[config.mk]
export PLATFORM = sky130hd
export DESIGN_NAME = pfc_cache_ctrl
export DESIGN_NICKNAME = d
export VERILOG_FILES = /design/src/rtl/pfc_pkg.sv /design/src/rtl/pfc_cache_ctrl.sv
export VERILOG_INCLUDE_DIRS = /design/src /design/src/rtl
export SDC_FILE = /design/constraint.sdc
export NUM_CORES = 2
export LEC_CHECK = 0
export BUFFER_PORTS_ARGS = -buffer_cell sky130_fd_sc_hd__buf_2
export CORE_MARGIN = 2
export CORE_UTILIZATION = 45
export DETAILED_ROUTE_END_ITERATION = 16
export GPL_TIMING_DRIVEN = 0
export SYNTH_ARGS = -nofsm -noshare
export SYNTH_HDL_FRONTEND = slang
export SYNTH_SLANG_ARGS = --single-unit
export TNS_END_PERCENT = 30
[constraint.sdc]
create_clock -name sys_clk_in -period 67.8 [get_ports sys_clk_in]
set_input_delay 13.56 -clock sys_clk_in [delete_from_list [all_inputs] [get_ports sys_clk_in]]
set_output_delay 13.56 -clock sys_clk_in [all_outputs]
set_load 0.005 [all_outputs]
[src/rtl/pfc_cfg.svh]
/*
 * Offsets, field positions, reset values and timing counts of the
 * prefetch cache control block. Assumes a 32-bit register port with
 * byte addresses and a 200 MHz system clock.
 */
`ifndef PFC_CFG_SVH
`define PFC_CFG_SVH

// register byte addresses
`define PFC_OFS_CACHE_CONTROL 8'h00
`define PFC_OFS_CACHE_LINE_TAG 8'h04
`define PFC_OFS_LINE_SELECT 8'h08
`define PFC_OFS_STATUS 8'h0c

// cache_control fields
`define PFC_CC_COHERENCY_BIT 16
`define PFC_CC_DLC_LO 8
`define PFC_CC_PREF_LO 4
`define PFC_CC_WS_LO 0
`define PFC_CC_RESET_WS 3'h7
`define PFC_CC_RESET_DLC 2'h0
`define PFC_CC_RESET_PREF 2'h0

// cache_line_tag fields
`define PFC_TAG_BOOT_BIT 31
`define PFC_TAG_ADDR_LO 4
`define PFC_TAG_VALID_BIT 3
`define PFC_TAG_LOCK_BIT 2
`define PFC_TAG_KIND_BIT 1
`define PFC_TAG_RESET_KIND 1'h1

// physical areas chosen by the boot-region bit (address bits 31:24)
`define PFC_AREA_BOOT_ONE 8'h1d
`define PFC_AREA_BOOT_ZERO 8'h1f

// line step used for the predictive prefetch
`define PFC_LINE_BYTES 32'h0000_0010

`endif

[src/rtl/pfc_pkg.sv]
/*
 * Types of the prefetch cache control block.
 * Assumes pfc_cfg.svh for all numeric constants.
 */
`default_nettype none
package pfc_pkg;
	// one-hot flash access states
	typedef enum logic [2:0] {
		PFC_IDLE = 3'b001,
		PFC_WAIT = 3'b010,
		PFC_DONE = 3'b100
	} pfc_state_t;
endpackage : pfc_pkg
`default_nettype wire

[src/rtl/pfc_cache_ctrl.sv]
/*
 * Control and tag logic of a small prefetch cache: configuration, tags,
 * hits, wait-stated flash reads, lock-aware fill, next-line prefetch and
 * program invalidation. Assumes flash data valid once the wait states
 * have passed, fetch pulses only while fetch_busy_out is low.
 */
`include "pfc_cfg.svh"
`default_nettype none
module pfc_cache_ctrl
	import pfc_pkg::*;
#(
	parameter int LINES = 16,
	parameter int DATA_MAX = 4
) (
	input wire logic sys_clk_in,
	input wire logic reset_in,
	input wire logic clk_en_in,
	input wire logic [7:0] reg_addr_in,
	input wire logic [31:0] reg_wdata_in,
	input wire logic reg_wr_in,
	input wire logic reg_rd_in,
	output logic [31:0] reg_rdata_out,
	input wire logic fetch_req_in,
	input wire logic [31:0] fetch_addr_in,
	input wire logic fetch_instr_in,
	input wire logic fetch_cacheable_in,
	output logic fetch_busy_out,
	output logic fetch_ack_out,
	output logic fetch_hit_out,
	output logic [31:0] fetch_data_out,
	output logic flash_rd_out,
	output logic [31:0] flash_addr_out,
	input wire logic [31:0] flash_rdata_in,
	input wire logic flash_program_in
);
	localparam int IW = $clog2(LINES);
	// ****************************************************************
	// configuration registers
	// ****************************************************************
	logic coherency_invalidate_all_r;
	logic [1:0] data_line_count_r, predictive_prefetch_select_r;
	logic [2:0] flash_wait_states_r;
	logic [IW-1:0] line_select_r;

	// line storage
	logic tag_boot_region_r [LINES], line_valid_flag_r [LINES];
	logic line_lock_flag_r [LINES], line_content_kind_r [LINES];
	logic [19:0] line_tag_address_r [LINES];
	logic [1:0] line_word_r [LINES];
	logic [31:0] line_data_r [LINES];
	pfc_state_t state_r;
	logic [2:0] wait_cnt_r;
	logic [31:0] miss_addr_r;
	logic miss_instr_r, miss_cacheable_r, is_prefetch_r;
	logic [IW-1:0] repl_ptr_r;
	logic wr_ctrl, wr_tag, dlc_change, hit, fill_ok, fill_now;
	logic fetch_take, pref_want;
	logic [2:0] data_lines;
	logic [IW-1:0] hit_idx, victim;

	assign wr_ctrl = clk_en_in && reg_wr_in &&
		reg_addr_in == `PFC_OFS_CACHE_CONTROL;
	assign wr_tag = clk_en_in && reg_wr_in &&
		reg_addr_in == `PFC_OFS_CACHE_LINE_TAG;
	assign dlc_change = wr_ctrl &&
		reg_wdata_in[`PFC_CC_DLC_LO +: 2] != data_line_count_r;

	// data line budget from the two-bit count
	always_comb begin
		unique case (data_line_count_r)
			2'h3: data_lines = 3'h4;
			2'h2: data_lines = 3'h2;
			2'h1: data_lines = 3'h1;
			2'h0: data_lines = 3'h0;
		endcase
	end

	// ****************************************************************
	// register writes
	// ****************************************************************
	// only the documented fields are stored, the rest is dropped
	always_ff @(posedge sys_clk_in or posedge reset_in) begin
		if (reset_in) begin
			coherency_invalidate_all_r <= 1'b0;
			data_line_count_r <= `PFC_CC_RESET_DLC;
			predictive_prefetch_select_r <= `PFC_CC_RESET_PREF;
			flash_wait_states_r <= `PFC_CC_RESET_WS;
		end else if (wr_ctrl) begin
			coherency_invalidate_all_r <=
				reg_wdata_in[`PFC_CC_COHERENCY_BIT];
			data_line_count_r <= reg_wdata_in[`PFC_CC_DLC_LO +: 2];
			predictive_prefetch_select_r <=
				reg_wdata_in[`PFC_CC_PREF_LO +: 2];
			flash_wait_states_r <= reg_wdata_in[`PFC_CC_WS_LO +: 3];
		end
	end

	// line index that the tag register views
	always_ff @(posedge sys_clk_in or posedge reset_in) begin
		if (reset_in) begin
			line_select_r <= '0;
		end else if (clk_en_in && reg_wr_in &&
				reg_addr_in == `PFC_OFS_LINE_SELECT) begin
			line_select_r <= reg_wdata_in[IW-1:0];
		end
	end

	// read data stand for exactly one cycle after the strobe
	always_ff @(posedge sys_clk_in or posedge reset_in) begin
		if (reset_in) begin
			reg_rdata_out <= 32'h0000_0000;
		end else if (clk_en_in) begin
			reg_rdata_out <= 32'h0000_0000;
			if (reg_rd_in) begin
				unique case (reg_addr_in)
					`PFC_OFS_CACHE_CONTROL: begin
						reg_rdata_out[`PFC_CC_COHERENCY_BIT] <=
							coherency_invalidate_all_r;
						reg_rdata_out[`PFC_CC_DLC_LO +: 2] <= data_line_count_r;
						reg_rdata_out[`PFC_CC_PREF_LO +: 2] <=
							predictive_prefetch_select_r;
						reg_rdata_out[`PFC_CC_WS_LO +: 3] <= flash_wait_states_r;
					end
					`PFC_OFS_CACHE_LINE_TAG: begin
						reg_rdata_out[`PFC_TAG_BOOT_BIT] <=
							tag_boot_region_r[line_select_r];
						reg_rdata_out[`PFC_TAG_ADDR_LO +: 20] <=
							line_tag_address_r[line_select_r];
						reg_rdata_out[`PFC_TAG_VALID_BIT] <=
							line_valid_flag_r[line_select_r];
						reg_rdata_out[`PFC_TAG_LOCK_BIT] <=
							line_lock_flag_r[line_select_r];
						reg_rdata_out[`PFC_TAG_KIND_BIT] <=
							line_content_kind_r[line_select_r];
					end
					`PFC_OFS_LINE_SELECT: reg_rdata_out[IW-1:0] <= line_select_r;
					`PFC_OFS_STATUS: reg_rdata_out[1:0] <= {is_prefetch_r, fetch_busy_out};
					default: reg_rdata_out <= 32'h0000_0000;
				endcase
			end
		end
	end

	// ****************************************************************
	// hit detection and victim choice
	// ****************************************************************
	// the boot bit stands for the area byte of the physical address
	function automatic logic area_ok(input logic boot, input logic [7:0] a);
		area_ok = boot ? (a == `PFC_AREA_BOOT_ONE) :
			(a == `PFC_AREA_BOOT_ZERO);
	endfunction : area_ok
	// first valid line of matching tag, word, area and kind wins
	always_comb begin
		hit = 1'b0;
		hit_idx = '0;
		for (int i = 0; i < LINES; i++) begin
			if (line_valid_flag_r[i] &&
					line_tag_address_r[i] == fetch_addr_in[23:4] &&
					line_word_r[i] == fetch_addr_in[3:2] &&
					area_ok(tag_boot_region_r[i], fetch_addr_in[31:24]) &&
					line_content_kind_r[i] == fetch_instr_in &&
					!hit) begin
				hit = 1'b1;
				hit_idx = IW'(i);
			end
		end
	end

	// data lines live below DATA_MAX, instruction lines at and above it;
	// scanning from the round-robin pointer spreads the wear
	always_comb begin
		fill_ok = 1'b0;
		victim = '0;
		for (int k = 0; k < LINES; k++) begin
			logic [IW-1:0] j;
			j = IW'((32'(repl_ptr_r) + k) % LINES);
			if (!fill_ok && !line_lock_flag_r[j] &&
					(miss_instr_r ? (32'(j) >= DATA_MAX) :
					(32'(j) < 32'(data_lines)))) begin
				fill_ok = 1'b1;
				victim = j;
			end
		end
	end

	// a region gets prefetch only where the select allows it
	assign pref_want = !is_prefetch_r &&
		(miss_cacheable_r ? predictive_prefetch_select_r[0] :
		predictive_prefetch_select_r[1]);
	assign fill_now = clk_en_in && state_r == PFC_WAIT &&
		wait_cnt_r == 3'h0 && fill_ok &&
		(miss_cacheable_r || is_prefetch_r);
	assign fetch_take = clk_en_in && fetch_req_in && state_r == PFC_IDLE;

	// ****************************************************************
	// line tag array
	// ****************************************************************
	// invalidation beats a fill in the same cycle, otherwise stale flash
	// contents could survive a program cycle
	always_ff @(posedge sys_clk_in or posedge reset_in) begin
		if (reset_in) begin
			for (int i = 0; i < LINES; i++) begin
				tag_boot_region_r[i] <= 1'b0;
				line_tag_address_r[i] <= 20'h0_0000;
				line_valid_flag_r[i] <= 1'b0;
				line_lock_flag_r[i] <= 1'b0;
				line_content_kind_r[i] <= `PFC_TAG_RESET_KIND;
				line_word_r[i] <= 2'h0;
				line_data_r[i] <= 32'h0000_0000;
			end
		end else if (clk_en_in) begin
			if (fill_now) begin
				tag_boot_region_r[victim] <=
					miss_addr_r[31:24] == `PFC_AREA_BOOT_ONE;
				line_tag_address_r[victim] <= miss_addr_r[23:4];
				line_word_r[victim] <= miss_addr_r[3:2];
				line_data_r[victim] <= flash_rdata_in;
				line_valid_flag_r[victim] <= 1'b1;
				line_content_kind_r[victim] <= miss_instr_r;
			end
			if (wr_tag) begin
				tag_boot_region_r[line_select_r] <=
					reg_wdata_in[`PFC_TAG_BOOT_BIT];
				line_tag_address_r[line_select_r] <=
					reg_wdata_in[`PFC_TAG_ADDR_LO +: 20];
				line_valid_flag_r[line_select_r] <=
					reg_wdata_in[`PFC_TAG_VALID_BIT];
				line_lock_flag_r[line_select_r] <=
					reg_wdata_in[`PFC_TAG_LOCK_BIT];
				line_content_kind_r[line_select_r] <=
					reg_wdata_in[`PFC_TAG_KIND_BIT];
			end
			for (int i = 0; i < LINES; i++) begin
				if (dlc_change) begin
					line_valid_flag_r[i] <= 1'b0;
				end else if (flash_program_in &&
						(coherency_invalidate_all_r ||
						!line_content_kind_r[i] ||
						!line_lock_flag_r[i])) begin
					line_valid_flag_r[i] <= 1'b0;
				end
			end
		end
	end

	// replacement pointer moves past each filled line
	always_ff @(posedge sys_clk_in or posedge reset_in) begin
		if (reset_in) begin
			repl_ptr_r <= '0;
		end else if (fill_now) begin
			repl_ptr_r <= IW'((32'(victim) + 1) % LINES);
		end
	end

	// ****************************************************************
	// fetch and flash sequencing
	// ****************************************************************
	always_ff @(posedge sys_clk_in or posedge reset_in) begin
		if (reset_in) begin
			state_r <= PFC_IDLE;
			wait_cnt_r <= 3'h0;
			miss_addr_r <= 32'h0000_0000;
			miss_instr_r <= 1'b0;
			miss_cacheable_r <= 1'b0;
			is_prefetch_r <= 1'b0;
			flash_rd_out <= 1'b0;
			flash_addr_out <= 32'h0000_0000;
			fetch_busy_out <= 1'b0;
			fetch_ack_out <= 1'b0;
			fetch_hit_out <= 1'b0;
			fetch_data_out <= 32'h0000_0000;
		end else if (clk_en_in) begin
			fetch_ack_out <= 1'b0;
			fetch_hit_out <= 1'b0;
			unique case (state_r)
				PFC_IDLE: begin
					if (fetch_take && hit) begin
						fetch_ack_out <= 1'b1;
						fetch_hit_out <= 1'b1;
						fetch_data_out <= line_data_r[hit_idx];
					end else if (fetch_take) begin
						state_r <= PFC_WAIT;
						wait_cnt_r <= flash_wait_states_r;
						miss_addr_r <= fetch_addr_in;
						miss_instr_r <= fetch_instr_in;
						miss_cacheable_r <= fetch_cacheable_in;
						is_prefetch_r <= 1'b0;
						flash_rd_out <= 1'b1;
						flash_addr_out <= fetch_addr_in;
						fetch_busy_out <= 1'b1;
					end
				end
				PFC_WAIT: begin
					if (wait_cnt_r != 3'h0) begin
						wait_cnt_r <= wait_cnt_r - 3'h1;
					end else begin
						flash_rd_out <= 1'b0;
						state_r <= PFC_DONE;
						if (!is_prefetch_r) begin
							fetch_ack_out <= 1'b1;
							fetch_data_out <= flash_rdata_in;
						end
					end
				end
				PFC_DONE: begin
					// the next line is fetched only after the demand word
					if (pref_want) begin
						state_r <= PFC_WAIT;
						wait_cnt_r <= flash_wait_states_r;
						is_prefetch_r <= 1'b1;
						miss_addr_r <= miss_addr_r + `PFC_LINE_BYTES;
						flash_rd_out <= 1'b1;
						flash_addr_out <= miss_addr_r + `PFC_LINE_BYTES;
					end else begin
						state_r <= PFC_IDLE;
						is_prefetch_r <= 1'b0;
						fetch_busy_out <= 1'b0;
					end
				end
			endcase
		end
	end
endmodule : pfc_cache_ctrl
`default_nettype wire

==> results.md <==
- Worst Path Required: just under 70,000 ps
- Io pins: 213
- H-tree depth: 3
- # Max-Cap Violations: 2
- Post-DP HPWL: 209,400 um
- Overall power: roughly 0.0026 W
- Simple-gate share of the synthesized area: 10.87%
- Ys Warns: 0
- Antenna-violating nets left: 0
- Input/output buffers: around 170
- Number of fillers in the final layout: 12.24k
- FF+latch count, synth: between 1k and 1.5k
- Resize count post-CTS: 0
- Die H: roughly 370 um
- Status: finished, violations left
- WP data arrival: approximately 21,000 ps
- NumNets Final: 6,041
- WS Path Type: in2reg
- Fmax: 0.04916 GHz
- Final worst setup slack: 47,460 ps
- Pin count of the biggest net entering global routing: 132
- Clk slew on worst S/H paths: roughly 60 ps
- Vias in the first global route: 49.26k
- Cell family with most CP delay: buffers and inverters
- Cell Pwr Density: 37.98 nW/um2
- CP Cell Sequence: clkbuf_1 > buf_2 > xor2_1 > nor4_1 > and3_1 > a211oi_1 > o211ai_1 > a41oi_1 > a31oi_1 > buf_2 > buf_4 > buf_4 > buf_1 > a21oi_1 > a21oi_1 > o31ai_1
- CP startpoint kind: primary input
- Primary FF master, synth: dfrtp_1
- Clock Path Buffers: 3
- Critical path endpoint category: register
- Tcrit/Tclk final: 30.00%
- Min Clock Period, post-route: 20,340 ps
- Setup TNS: 0 ps
- Overall Global Routing Usage: 38.68%
- Hold crit path type: reg2reg
- CTS tree: done
- Critical path's largest stage delay: 1040 ps
- Multi-input logic area: 31,520 um2
- Post-Layout Inst Area: 67,930 um2
- Register Area: 26,200 um2
- Die area: approximately 140,000 um2
- Register area share after synthesis: 43.44%
- Initial antenna violation count: 16
- Worst-margin pin slew: 1532 ps
- Chip Width: 370.1 um
- Post-Syn Instances: 5,586
- DRT iter0 DRCs: 5,795
- Leak: around 32 nW
- Post-synthesis mux area share: 24.35%
- WL final: between 200,000 and 300,000 um
- Hold_buf cts: 0
- Cell variety after synth: around 100
- CTS root buffer: clkbuf_16
- Slew Limit Fails: 22
- Worst VDD drop: 0.02783 mV
- Routed len/inst: 34.53 um
- Area Growth Syn to Fin: 12.64%
- Mapped cell area: 60,310 um2
- Critical path buffers and inverters: 6
- Async S/R FF share, synth: 100.0%
- DRC: 0
- Post-Synth Adder-Cell Area: less than 1%
- GP Congestion: around 1.1
- Pre-CTS WS: 47,080 ps
- Vias after detailed routing: 50.10k
- Final Hold Violating Endpoints: 0
- Compound-Gate Fraction of Synth Area: 10.49%
- Site Rows: about 130
- Post-CTS Setup Bufs: 0
- Worst skew pair latency: 820 ps
- CP max stage cell: clkbuf_1
- First-pass GRT wire length: 373,700 um
- DRT Pass-1 Iters: 7
- Top fanout value on the critical path: 10
- Post-synth EDFFs: 0
- Placed Area: 63,710 um2
- Vias per inst: 6.445
- TritonCTS buffer count: 120
- # clock sinks: roughly 1.0k
- Relative slew margins: -2.150%
- Total gr overflow: 0
- Violated checks: max-capacitance violations, max-slew violations
- Final setup violation count: 0
- Main combinational cell family by area after synthesis: multiplexers
- Share of cells above drive strength 1: 23.60%
- Synth Area per Inst: between 10 and 15 um2
- Clk_skew: 74.39 ps
- Initial cell density of the core: 45.25%
- Core area: 133,300 um2
- RSZ-0062 raised after global routing: no
- Post-Synth XOR/XNOR Area: 5.838%
==> metrics by stage <==
stage	utilization [%]	hold WS (ps)	instances
2_1_floorplan	-	452.2	5592
6_report	50.97	472.8	7773
3_3_place_gp	47.56	457.3	7531
4_1_cts	50.93	474.6	7766
5_1_grt	50.95	505.2	7767
3_5_place_dp	47.80	461.8	7542
==> cell families (layout without fill, tap and decap cells) <==
group | Yosys count | count (layout)
adder cells (fa/ha/maj) | 31 | 31
flip-flops | 1046 | 1046
buffers and inverters | 587 | 994
multiplexers | 1213 | 1213
AO/OA/AOI/OAI | 986 | 986
AND/OR/NAND/NOR | 1323 | 1323
other | 1 | 13
XOR/XNOR | 399 | 399
==> state kept, by name (all words and copies together), names as in the netlist, 2 cells and up <==
signal	flops
line_tag_address_r	320
line_data_r	512
fetch_data_out	32
flash_wait_states_r	3
line_lock_flag_r	16
line_valid_flag_r	16
line_select_r	4
line_content_kind_r	16
predictive_prefetch_select_r	2
state_r	3
line_word_r	32
miss_addr_r	32
tag_boot_region_r	16
wait_cnt_r	3
repl_ptr_r	4
data_line_count_r	2
reg_rdata_out	25
==> worst reg2reg max path: cells and delay by family, from the launching register on <==
kind	cells	cell delay (ps)
buffers and inverters	9	3090
muxes	1	410
DFF	1	610
adders and majority gates	3	920
and+or+nand+nor	6	1510
AOI/OAI and AO/OA	6	1910
==> layout by cell type (no fill, tap or decap), drive strengths merged, types with 59 or more instances in the layout <==
master	n
clkbuf	466
a21oi	174
nor2b	66
mux2	702
mux4	133
inv	85
xor2	251
o22ai	70
nand3	167
nor2	142
dfrtp	1026
o221ai	84
xnor2	148
mux2i	378
buf	396
nand4	71
nand2	537
nand2b	59
nor4	78
o21ai	379
==> power by group <==
part	internal, W	switching (W)
clock network	0.000399	0.000294
logic	0.000354	0.000614
registers	0.000783	0.000136
==> area by class of cell <==
class,instances,area share [%]
antenna,6,0.02210
buffer,501,3.404
clock buffer,178,5.244
clock inverter,46,0.9062
inverter,86,0.4862
multi-input combinational,3959,46.40
sequential,1046,38.57
tap,1768,3.256
timing repair buffer,183,1.717
==> routing by layer <==
layer  share of wire (%)  vias up  track usage (%)  routed length (um)
met2                  44     2699            59.32              119300
met1                  39    25720            48.84              104300
met3                 8.7      671            8.360               23280
met4                 8.0       10            26.73               21470
li1                    -    20997                -                   -
met5               0.022        -                0                  59
==> final timing paths <==
path | from | endpoint | slack, ps | cells after the start
worst max-delay path | fetch_addr_in[3] | fetch_data_out[31] | 47460 | 16
worst min-delay path | fetch_data_out[11] | fetch_data_out[11] | 470 | 2
worst max register to register | repl_ptr_r[1] | line_data_r[353] | 59250 | 25
worst min register to register | fetch_data_out[11] | fetch_data_out[11] | 470 | 2
max in group asynchronous | reset_in | line_data_r[371] | 52700 | 5
min in group asynchronous | reset_in | line_data_r[259] | 12880 | 2
==> synthesized netlist by cell type, drive strengths merged, types with 142 or more instances <==
library cell / number / area share [%]
nand2: 537 / 3.3
clkbuf: 287 / 1.8
buf: 214 / 2.0
xor2: 251 / 3.6
mux2: 702 / 13
nand3: 167 / 1.4
a21oi: 174 / 1.5
o21ai: 379 / 3.1
dfrtp: 1026 / 43
nor2: 142 / 0.88
xnor2: 148 / 2.2
mux2i: 378 / 6.3
No activity file was read; power rests on OpenSTA's default activity.
